File: config.mk
export PLATFORM = sky130hd
export DESIGN_NAME = dvfh_regs
export DESIGN_NICKNAME = d
export VERILOG_FILES = /design/src/dvfh_pkg.sv /design/src/dvfh_regs.sv
export VERILOG_INCLUDE_DIRS = /design/src /design/src/src
export SDC_FILE = /design/constraint.sdc
export NUM_CORES = 1
export LEC_CHECK = 0
export ABC_AREA = 1
export BUFFER_PORTS_ARGS = -buffer_cell sky130_fd_sc_hd__buf_2
export CAP_MARGIN = 15
export CORE_ASPECT_RATIO = 1.5
export CORE_MARGIN = 1.5
export CORE_UTILIZATION = 65
export DETAILED_ROUTE_END_ITERATION = 8
export GPL_TIMING_DRIVEN = 0
export PLACE_DENSITY = 0.84
export SYNTH_ARGS = -nofsm -noshare
export SYNTH_HDL_FRONTEND = slang
export SYNTH_SLANG_ARGS = --single-unit
File: constraint.sdc
create_clock -name pclk -period 11.92 [get_ports pclk]
set_input_delay 2.384 -clock pclk [delete_from_list [all_inputs] [get_ports pclk]]
set_output_delay 2.384 -clock pclk [all_outputs]
set_load 0.02 [all_outputs]
File: src/dvfh_defines.svh
`ifndef DVFH_DEFINES_SVH
`define DVFH_DEFINES_SVH

// register byte offsets on the apb window
`define DVFH_OFF_TX_FIRST 12'h160
`define DVFH_OFF_TX_LAST 12'h164
`define DVFH_OFF_RX_DATA 12'h168
`define DVFH_OFF_RX_ISO 12'h178
`define DVFH_OFF_RX_CIP0 12'h17c
`define DVFH_OFF_RX_CIP1 12'h180
`define DVFH_OFF_RX_TRAILER 12'h184
`define DVFH_OFF_RX_CELL_LO 12'h198
`define DVFH_OFF_RX_CELL_HI 12'h19c
`define DVFH_OFF_TX_CELL_LO 12'h1a4
`define DVFH_OFF_TX_CELL_HI 12'h1a8
`define DVFH_OFF_AUTO_HDR0 12'h1b0
`define DVFH_OFF_CTRL 12'h1f0

// reset values and write masks
`define DVFH_AUTO_HDR0_RST 32'h0001_0010
`define DVFH_AUTO_HDR0_WMASK 32'h8003_ffff
`define DVFH_ZERO_RST 32'h0000_0000

// field positions (msb-first numbering maps to sv bit 31 - n)
`define DVFH_AUTO_HDR0_INC_BIT 31
`define DVFH_CTRL_INSERT_BIT 0
`define DVFH_CTRL_VIDEO_BIT 1
`define DVFH_TRL_SPEED_MASK 32'h0003_000f
`define DVFH_CIP0_MARK 2'h0
`define DVFH_CIP1_MARK 2'h2
`define DVFH_CIP1_VIDEO_ZERO_MASK 32'hfffc_ffff

`endif

File: src/dvfh_pkg.sv
`default_nettype none
package dvfh_pkg;

  // which captured header the receive control logic is offering
  typedef enum logic [2:0] {
    CAP_ISO,
    CAP_CIP0,
    CAP_CIP1,
    CAP_TRAILER,
    CAP_CELL_LO,
    CAP_CELL_HI
  } dvfh_cap_kind_t;

  typedef struct packed {
    logic valid;
    dvfh_cap_kind_t kind;
    logic [31:0] word;
  } dvfh_rx_capture_t;

  typedef struct packed {
    logic last;
    logic [31:0] quad;
  } dvfh_tx_word_t;

  typedef struct packed {
    logic enable;
    logic [63:0] bytes;
  } dvfh_cell_insert_t;

endpackage : dvfh_pkg
`default_nettype wire

File: src/dvfh_regs.sv
// Notes on behaviour
// - write to last-send port queues quadlet marked last and commits the packet
// - write to first-continue port queues a non-final quadlet, no commit
// - each receive port read returns next fifo quadlet and pops it
// - empty receive fifo: read returns last delivered quadlet, fifo untouched
// - receive port and captured headers read zero after any reset
// - isochronous header captured whole into a read-only register
// - common header 0 captured with its two top bits forced zero
// - common header 1 top bits forced one-zero, video bits 14-15 zero
// - trailer keeps speed bits 14-15 and error status 28-31 only
// - in video mode cell header bytes 0-7 captured into two registers
// - transmit cell header bytes offered for insertion when enable set
// - increment bit set: each non-busy ack advances destination address
// - auto header bits 1-13 read zero, rest writable, reset 0001_0010
`timescale 1ns/1ns
`default_nettype none
`include "dvfh_defines.svh"

module dvfh_fifo #(
  parameter int W = 33,
  parameter int DEPTH = 8
) (
  input wire logic clk,
  input wire logic rst_n,
  input wire logic clr,
  input wire logic in_valid,
  output logic in_ready,
  input wire logic [W-1:0] in_data,
  output logic out_valid,
  input wire logic out_ready,
  output logic [W-1:0] out_data
);
  localparam int AW = $clog2(DEPTH);
  localparam int CW = $clog2(DEPTH + 1);
  logic [W-1:0] mem [DEPTH];
  logic [AW-1:0] wr_ptr_ff;
  logic [AW-1:0] rd_ptr_ff;
  logic [CW-1:0] count_ff;
  logic [CW-1:0] nxt_count;
  logic in_ready_ff;
  logic out_valid_ff;
  logic do_push;
  logic do_pop;

  assign do_push = in_valid & in_ready_ff;
  assign do_pop = out_valid_ff & out_ready;
  assign nxt_count = count_ff + CW'(do_push) - CW'(do_pop);
  assign in_ready = in_ready_ff;
  assign out_valid = out_valid_ff;
  assign out_data = mem[rd_ptr_ff];

  // storage has no reset; only the pointers decide what is valid
  always_ff @(posedge clk) begin
    if (do_push) begin
      mem[wr_ptr_ff] <= in_data;
    end
  end

  // pointers wrap at depth so non power-of-two depths also work
  always_ff @(posedge clk or negedge rst_n) begin
    if (!rst_n) begin
      wr_ptr_ff <= '0;
      rd_ptr_ff <= '0;
    end else if (clr) begin
      wr_ptr_ff <= '0;
      rd_ptr_ff <= '0;
    end else begin
      if (do_push) begin
        wr_ptr_ff <= (wr_ptr_ff == AW'(DEPTH - 1)) ? '0 : wr_ptr_ff + 1'b1;
      end
      if (do_pop) begin
        rd_ptr_ff <= (rd_ptr_ff == AW'(DEPTH - 1)) ? '0 : rd_ptr_ff + 1'b1;
      end
    end
  end

  // full and empty kept as flops so handshakes leave straight from them
  always_ff @(posedge clk or negedge rst_n) begin
    if (!rst_n) begin
      count_ff <= '0;
      in_ready_ff <= 1'b1;
      out_valid_ff <= 1'b0;
    end else if (clr) begin
      count_ff <= '0;
      in_ready_ff <= 1'b1;
      out_valid_ff <= 1'b0;
    end else begin
      count_ff <= nxt_count;
      in_ready_ff <= nxt_count != CW'(DEPTH);
      out_valid_ff <= nxt_count != '0;
    end
  end
endmodule : dvfh_fifo

module dvfh_regs #(
  parameter int FIFO_DEPTH = 8
) (
  input wire logic pclk,
  input wire logic presetn,
  input wire logic soft_reset,
  input wire logic psel,
  input wire logic penable,
  input wire logic pwrite,
  input wire logic [11:0] paddr,
  input wire logic [31:0] pwdata,
  output logic [31:0] prdata,
  output logic pready,
  output logic pslverr,
  output dvfh_pkg::dvfh_tx_word_t tx_word,
  output logic tx_valid,
  input wire logic tx_ready,
  input wire logic rx_valid,
  input wire logic [31:0] rx_quad,
  output logic rx_ready,
  input wire dvfh_pkg::dvfh_rx_capture_t rx_capture,
  input wire logic ack_not_busy,
  output dvfh_pkg::dvfh_cell_insert_t cell_insert,
  output logic addr_advance
);
  logic [31:0] prdata_ff, nxt_prdata;
  logic pready_ff, pslverr_ff, pop_ok_ff;
  logic hit, acc, done, stall;
  logic [31:0] last_rx_ff, iso_ff, cip0_ff, cip1_ff, trailer_ff;
  logic [31:0] rx_cell_lo_ff, rx_cell_hi_ff, tx_cell_lo_ff, tx_cell_hi_ff;
  logic [31:0] auto_hdr0_ff, ctrl_ff;
  logic [3:0] pkt_cnt_ff;
  dvfh_pkg::dvfh_tx_word_t tx_in, tx_head, tx_word_ff;
  logic tx_valid_ff, tx_in_ready, tx_head_valid, tx_take, tx_push;
  logic rx_head_valid, rx_pop;
  logic [31:0] rx_head;
  logic addr_advance_ff;
  dvfh_pkg::dvfh_cell_insert_t cell_insert_ff;
  logic wr_first, wr_last, rd_rx;

  // apb phases: acc is the first access cycle, done the completing one
  assign acc = psel & penable & ~pready_ff;
  assign done = psel & penable & pready_ff;
  assign wr_first = pwrite & (paddr == `DVFH_OFF_TX_FIRST);
  assign wr_last = pwrite & (paddr == `DVFH_OFF_TX_LAST);
  assign rd_rx = ~pwrite & (paddr == `DVFH_OFF_RX_DATA);
  // a full transmit fifo holds pready low: back-pressure to software
  assign stall = (wr_first | wr_last) & ~tx_in_ready;

  // read mux and decode; write-only ports read as zero
  always_comb begin
    hit = 1'b1;
    nxt_prdata = '0;
    case (paddr)
      `DVFH_OFF_TX_FIRST, `DVFH_OFF_TX_LAST: nxt_prdata = '0;
      `DVFH_OFF_RX_DATA: nxt_prdata = rx_head_valid ? rx_head : last_rx_ff;
      `DVFH_OFF_RX_ISO: nxt_prdata = iso_ff;
      `DVFH_OFF_RX_CIP0: nxt_prdata = cip0_ff;
      `DVFH_OFF_RX_CIP1: nxt_prdata = cip1_ff;
      `DVFH_OFF_RX_TRAILER: nxt_prdata = trailer_ff;
      `DVFH_OFF_RX_CELL_LO: nxt_prdata = rx_cell_lo_ff;
      `DVFH_OFF_RX_CELL_HI: nxt_prdata = rx_cell_hi_ff;
      `DVFH_OFF_TX_CELL_LO: nxt_prdata = tx_cell_lo_ff;
      `DVFH_OFF_TX_CELL_HI: nxt_prdata = tx_cell_hi_ff;
      `DVFH_OFF_AUTO_HDR0: nxt_prdata = auto_hdr0_ff;
      `DVFH_OFF_CTRL: nxt_prdata = ctrl_ff;
      default: hit = 1'b0;
    endcase
  end

  // handshake: one wait state, data and error prepared before pready
  always_ff @(posedge pclk or negedge presetn) begin
    if (!presetn) begin
      pready_ff <= 1'b0;
      pslverr_ff <= 1'b0;
      prdata_ff <= '0;
      pop_ok_ff <= 1'b0;
    end else if (done) begin
      pready_ff <= 1'b0;
      pslverr_ff <= 1'b0;
      pop_ok_ff <= 1'b0;
    end else if (acc && !stall) begin
      pready_ff <= 1'b1;
      pslverr_ff <= ~hit;
      prdata_ff <= pwrite ? '0 : nxt_prdata;
      // only this port pops, so the head stays put until done
      pop_ok_ff <= rd_rx & rx_head_valid;
    end
  end

  assign prdata = prdata_ff;
  assign pready = pready_ff;
  assign pslverr = pslverr_ff;

  // transmit path: software writes feed the fifo at completion
  assign tx_push = done & (wr_first | wr_last);
  assign tx_in.last = wr_last;
  assign tx_in.quad = pwdata;

  dvfh_fifo #(
    .W($bits(dvfh_pkg::dvfh_tx_word_t)),
    .DEPTH(FIFO_DEPTH)
  ) u_tx_fifo (
    .clk(pclk),
    .rst_n(presetn),
    .clr(soft_reset),
    .in_valid(tx_push),
    .in_ready(tx_in_ready),
    .in_data(tx_in),
    .out_valid(tx_head_valid),
    .out_ready(tx_take),
    .out_data(tx_head)
  );

  // nothing leaves until a whole packet is committed
  assign tx_take = tx_head_valid & (pkt_cnt_ff != '0) &
                   (~tx_valid_ff | tx_ready);

  // committed packet count: last-send adds one, departing last subtracts
  always_ff @(posedge pclk or negedge presetn) begin
    if (!presetn) begin
      pkt_cnt_ff <= '0;
    end else if (soft_reset) begin
      pkt_cnt_ff <= '0;
    end else begin
      pkt_cnt_ff <= pkt_cnt_ff + 4'(done & wr_last)
                    - 4'(tx_take & tx_head.last);
    end
  end

  // output stage toward the packet engine
  always_ff @(posedge pclk or negedge presetn) begin
    if (!presetn) begin
      tx_valid_ff <= 1'b0;
      tx_word_ff <= '0;
    end else if (soft_reset) begin
      tx_valid_ff <= 1'b0;
      tx_word_ff <= '0;
    end else if (tx_take) begin
      tx_valid_ff <= 1'b1;
      tx_word_ff <= tx_head;
    end else if (tx_ready) begin
      tx_valid_ff <= 1'b0;
    end
  end

  assign tx_valid = tx_valid_ff;
  assign tx_word = tx_word_ff;

  // receive path
  assign rx_pop = done & pop_ok_ff;

  dvfh_fifo #(
    .W(32),
    .DEPTH(FIFO_DEPTH)
  ) u_rx_fifo (
    .clk(pclk),
    .rst_n(presetn),
    .clr(soft_reset),
    .in_valid(rx_valid),
    .in_ready(rx_ready),
    .in_data(rx_quad),
    .out_valid(rx_head_valid),
    .out_ready(rx_pop),
    .out_data(rx_head)
  );

  // last delivered quadlet, replayed when the fifo runs dry
  always_ff @(posedge pclk or negedge presetn) begin
    if (!presetn) begin
      last_rx_ff <= '0;
    end else if (soft_reset) begin
      last_rx_ff <= '0;
    end else if (rx_pop) begin
      last_rx_ff <= rx_head;
    end
  end

  // captured headers; writes from software never touch them
  always_ff @(posedge pclk or negedge presetn) begin
    if (!presetn) begin
      iso_ff <= '0;
      cip0_ff <= '0;
      cip1_ff <= '0;
      trailer_ff <= '0;
      rx_cell_lo_ff <= '0;
      rx_cell_hi_ff <= '0;
    end else if (soft_reset) begin
      iso_ff <= '0;
      cip0_ff <= '0;
      cip1_ff <= '0;
      trailer_ff <= '0;
      rx_cell_lo_ff <= '0;
      rx_cell_hi_ff <= '0;
    end else if (rx_capture.valid) begin
      unique case (rx_capture.kind)
        dvfh_pkg::CAP_ISO: iso_ff <= rx_capture.word;
        dvfh_pkg::CAP_CIP0:
          cip0_ff <= {`DVFH_CIP0_MARK, rx_capture.word[29:0]};
        dvfh_pkg::CAP_CIP1: begin
          // video format keeps bits 14-15 at zero whatever arrives
          cip1_ff <= {`DVFH_CIP1_MARK, rx_capture.word[29:0]} &
                     (ctrl_ff[`DVFH_CTRL_VIDEO_BIT] ?
                      `DVFH_CIP1_VIDEO_ZERO_MASK : 32'hffff_ffff);
        end
        dvfh_pkg::CAP_TRAILER:
          trailer_ff <= rx_capture.word & `DVFH_TRL_SPEED_MASK;
        dvfh_pkg::CAP_CELL_LO: begin
          if (ctrl_ff[`DVFH_CTRL_VIDEO_BIT]) begin
            rx_cell_lo_ff <= rx_capture.word;
          end
        end
        dvfh_pkg::CAP_CELL_HI: begin
          if (ctrl_ff[`DVFH_CTRL_VIDEO_BIT]) begin
            rx_cell_hi_ff <= rx_capture.word;
          end
        end
        default: ;
      endcase
    end
  end

  // software-written registers take effect at completion
  always_ff @(posedge pclk or negedge presetn) begin
    if (!presetn) begin
      tx_cell_lo_ff <= '0;
      tx_cell_hi_ff <= '0;
      auto_hdr0_ff <= `DVFH_AUTO_HDR0_RST;
      ctrl_ff <= '0;
    end else if (soft_reset) begin
      tx_cell_lo_ff <= '0;
      tx_cell_hi_ff <= '0;
      auto_hdr0_ff <= `DVFH_AUTO_HDR0_RST;
      ctrl_ff <= '0;
    end else if (done && pwrite) begin
      if (paddr == `DVFH_OFF_TX_CELL_LO) tx_cell_lo_ff <= pwdata;
      if (paddr == `DVFH_OFF_TX_CELL_HI) tx_cell_hi_ff <= pwdata;
      if (paddr == `DVFH_OFF_AUTO_HDR0) begin
        auto_hdr0_ff <= pwdata & `DVFH_AUTO_HDR0_WMASK;
      end
      if (paddr == `DVFH_OFF_CTRL) ctrl_ff <= pwdata & 32'h0000_0003;
    end
  end

  // insertion bytes and the address advance strobe for the engines
  always_ff @(posedge pclk or negedge presetn) begin
    if (!presetn) begin
      cell_insert_ff <= '0;
      addr_advance_ff <= 1'b0;
    end else begin
      cell_insert_ff.enable <= ctrl_ff[`DVFH_CTRL_INSERT_BIT];
      cell_insert_ff.bytes <= {tx_cell_lo_ff, tx_cell_hi_ff};
      addr_advance_ff <= ack_not_busy &
                         auto_hdr0_ff[`DVFH_AUTO_HDR0_INC_BIT];
    end
  end

  assign cell_insert = cell_insert_ff;
  assign addr_advance = addr_advance_ff;
endmodule : dvfh_regs

`default_nettype wire

==> summary.txt <==
GRT
  – Largest net degree at the start of global routing: 115
  – First-pass GRT wire length: 187900 um
  – GRT Total Usage: 41.55%
  – Vias in the first global route: 31390
  – Total global routing overflow: 0
  – Antenna violations before repair: 14

Job
  – Total of max-cap violations: 0

Clocking
  – Clock Latency Late Sink: 0.67 ns
  – Post-CTS setup buffers: 0
  – CTS resizes: 0
  – # hold bufs at CTS: 0
  – Root Driver: clkbuf_16
  – CTS max path bufs: 3
  – Clock sink count: 963
  – Worst-path clk slew: 0.07 ns
  – CTS tree: yes
  – Num CTS Buffers: 83
  – CTS H-tree depth: 3

Routing
  – DR iter-0 viols: 3910
  – Wire length per cell: 25.49 um
  – Antenna Nets Post-Route: 0
  – Drt drc: 0
  – Vias: 31500
  – Routed wire length: 127300 um
  – Post-DR vias/cell: 6.309
  – TritonRoute pass-1 iters: 6

STA
  – RSZ-0062 raised after global routing: false
  – Final setup fails: 0
  – FMAX: 191.4 MHz
  – Clock skew: 0.02768 ns
  – Final-report hold violation count: 0
  – Worst slew pin tran: 1.349 ns
  – Max-slew violations: 0
  – Max transition margin: 10.10%
  – Final Cycle Share: 43.84%
  – Tmin final: 5.226 ns

Synthesis
  – Mapped Nets: 3892
  – Avg Cell Area, Syn: 10.50 um^2
  – Register area share after synthesis: 67.87%
  – Synth Instances: 3747
  – Post-synth top area share: 39.68%
  – Area leader, netlist: edfxtp_1
  – Syn Std Cell Area: 39350 um^2
  – Number of synthesized register bits: 963
  – Top cells by area, synth: edfxtp_1, dfrtp_1, nand2_1
  – Synth Warn #: 0
  – Distinct cells, synth: 39

Floorplanning
  – # IOs: 256
  – Initial core utilization: 65.73%
  – Num rows: 110
  – Core ar.: 59870 um^2
  – DIE WIDTH: 203.9 um
  – Height of the die: 304.3 um
  – Die area: 62050 um^2

Layout
  – Commonest cells after routing, fill and taps aside: nand2_1, edfxtp_1, nor2_1
  – Most common cell after layout, fill and taps aside: nand2_1
  – Nets: 4273
  – Fillers: 3812
  – Final Cell Area: 45100 um^2
  – Layout cell share with drive strength beyond 1: 13.63%
  – Syn-to-layout area delta: 14.62%
  – Layout Cells excl Fill: 4992

Power and ir drop
  – Pwr/cell area: 175.4 nW/um^2
  – Worst IR Drop VDD: 148.9 uV
  – Pleak: 19.25 nW

Placed design
  – HPWL after detailed placement: 88960 um
  – Placed Area: 42310 um^2
  – Placed Cells: 4826
  – Gpl congestion: 1.014
  – Port Buffer Count: 255

Critical path
  – Crit start category: primary input
  – Crit path kind: primary input to flop
  – Worst EP required: 12.29 ns
  – Worst Setup End Kind: flop
  – Worst-path fanout max: 10
  – CP arrival: 5.59 ns

Worst hold path
  – Tightest Hold Check Type: flop to flop

Run status
  – Status: completed
critical path, stage by stage:
cell and delay, ns:
buf_2 0.08, nand2_1 0.13, nor2_1 0.44, nand2_1 0.25, inv_1 0.23, nand4_1 0.27, nor2_1 0.28, inv_1 0.18
nor3_2 0.56, buf_6 0.24, buf_6 0.15, buf_6 0.19, buf_6 0.18
sequential cells by signal, summed over array words and instances, names as in the netlist, 4 cells and up:
signal / flops
tx_cell_hi_ff: 32
u_rx_fifo.count_ff: 4
tx_cell_lo_ff: 32
u_tx_fifo.mem: 264
pkt_cnt_ff: 4
tx_word: 33
cip0_ff: 30
prdata: 32
trailer_ff: 6
auto_hdr0_ff: 19
u_rx_fifo.mem: 256
cip1_ff: 31
iso_ff: 32
u_tx_fifo.count_ff: 4
cell_insert: 65
rx_cell_hi_ff: 32
last_rx_ff: 32
rx_cell_lo_ff: 32
cells by family (layout without fill, tap and decap cells):
group                      after synthesis  count (layout)  synth area share, %
and+or+nand+nor                       1605            1605                16.35
DFF                                    963             963                67.87
AOI/OAI and AO/OA                      677             677                9.364
buffers and inverters                  435             884                4.410
muxes                                   36              36                1.030
adders and majority gates               24              24               0.8204
xor gates and xnor gates                 7               7               0.1558
other                                    0              12                    0
layer usage:
metal	GRT usage, %	up-vias	part of all wire [%]
met3	10.85	715	11
met4	33.87	14	9.0
li1	-	13430	-
met5	0	-	0.070
met1	44.93	14900	31
met2	68.40	2438	49
stage by stage:
step           hold slack, ns  setup TNS [ns]  setup slack [ns]  power, mW  utilization (%)
2_1_floorplan          0.3537               0             5.939      4.597                -
3_3_place_gp           0.3585         -176.07           -0.4940      5.062            69.50
3_5_place_dp           0.3645               0             6.292      5.138            70.68
4_1_cts                0.3738               0             6.898      7.842            75.28
5_1_grt                0.3807               0             6.729      8.125            75.29
6_report               0.3710               0             6.694      7.909            75.34
layout make-up:
cell class	count	area, um^2	area share, %
sequential	963	26710	59.21
multi-input combinational	2349	11010	24.41
clock buffer	106	2333	5.174
timing repair buffer	296	1888	4.186
tap	784	980.9	2.175
buffer	208	883.3	1.958
inverter	227	852.1	1.889
clock inverter	47	421.7	0.9348
antenna	12	30.03	0.06658
synthesized netlist by cell type, drive strengths merged:
cell type and count:
nand2 806, nor2 534, edfxtp 520, o21ai 505, dfrtp 439, nand3 246, inv 227, clkbuf 132
buf 76, o22ai 57, a21oi 43, mux2 36, o211ai 32, o221ai 32, ha 21, nor3 12
nand4 5, dfstp 4, xor2 4, fa 3, xnor2 3, a21o 2, a31oi 2, o32ai 2
a21boi 1, a32oi 1, nor4 1, or2 1
final timing paths:
kind	start	to	slack [ns]	cells past startpoint
min in group asynchronous	presetn	tx_word[27]	1.67	1
worst min register to register	tx_cell_hi_ff[18]	cell_insert[18]	0.37	0
worst min-delay path	tx_cell_hi_ff[18]	cell_insert[18]	0.37	0
worst max-delay path	psel	u_tx_fifo.mem[6][11]	6.69	13
max in group asynchronous	presetn	prdata[14]	8.80	3
worst max register to register	pready	u_tx_fifo.mem[6][11]	8.20	12
where the power goes:
group,switching (mW),internal [mW]
Combinational,0.973,0.344
Clock,1.25,1.51
Sequential,0.113,3.73
Power figures use the tool's default switching activity.
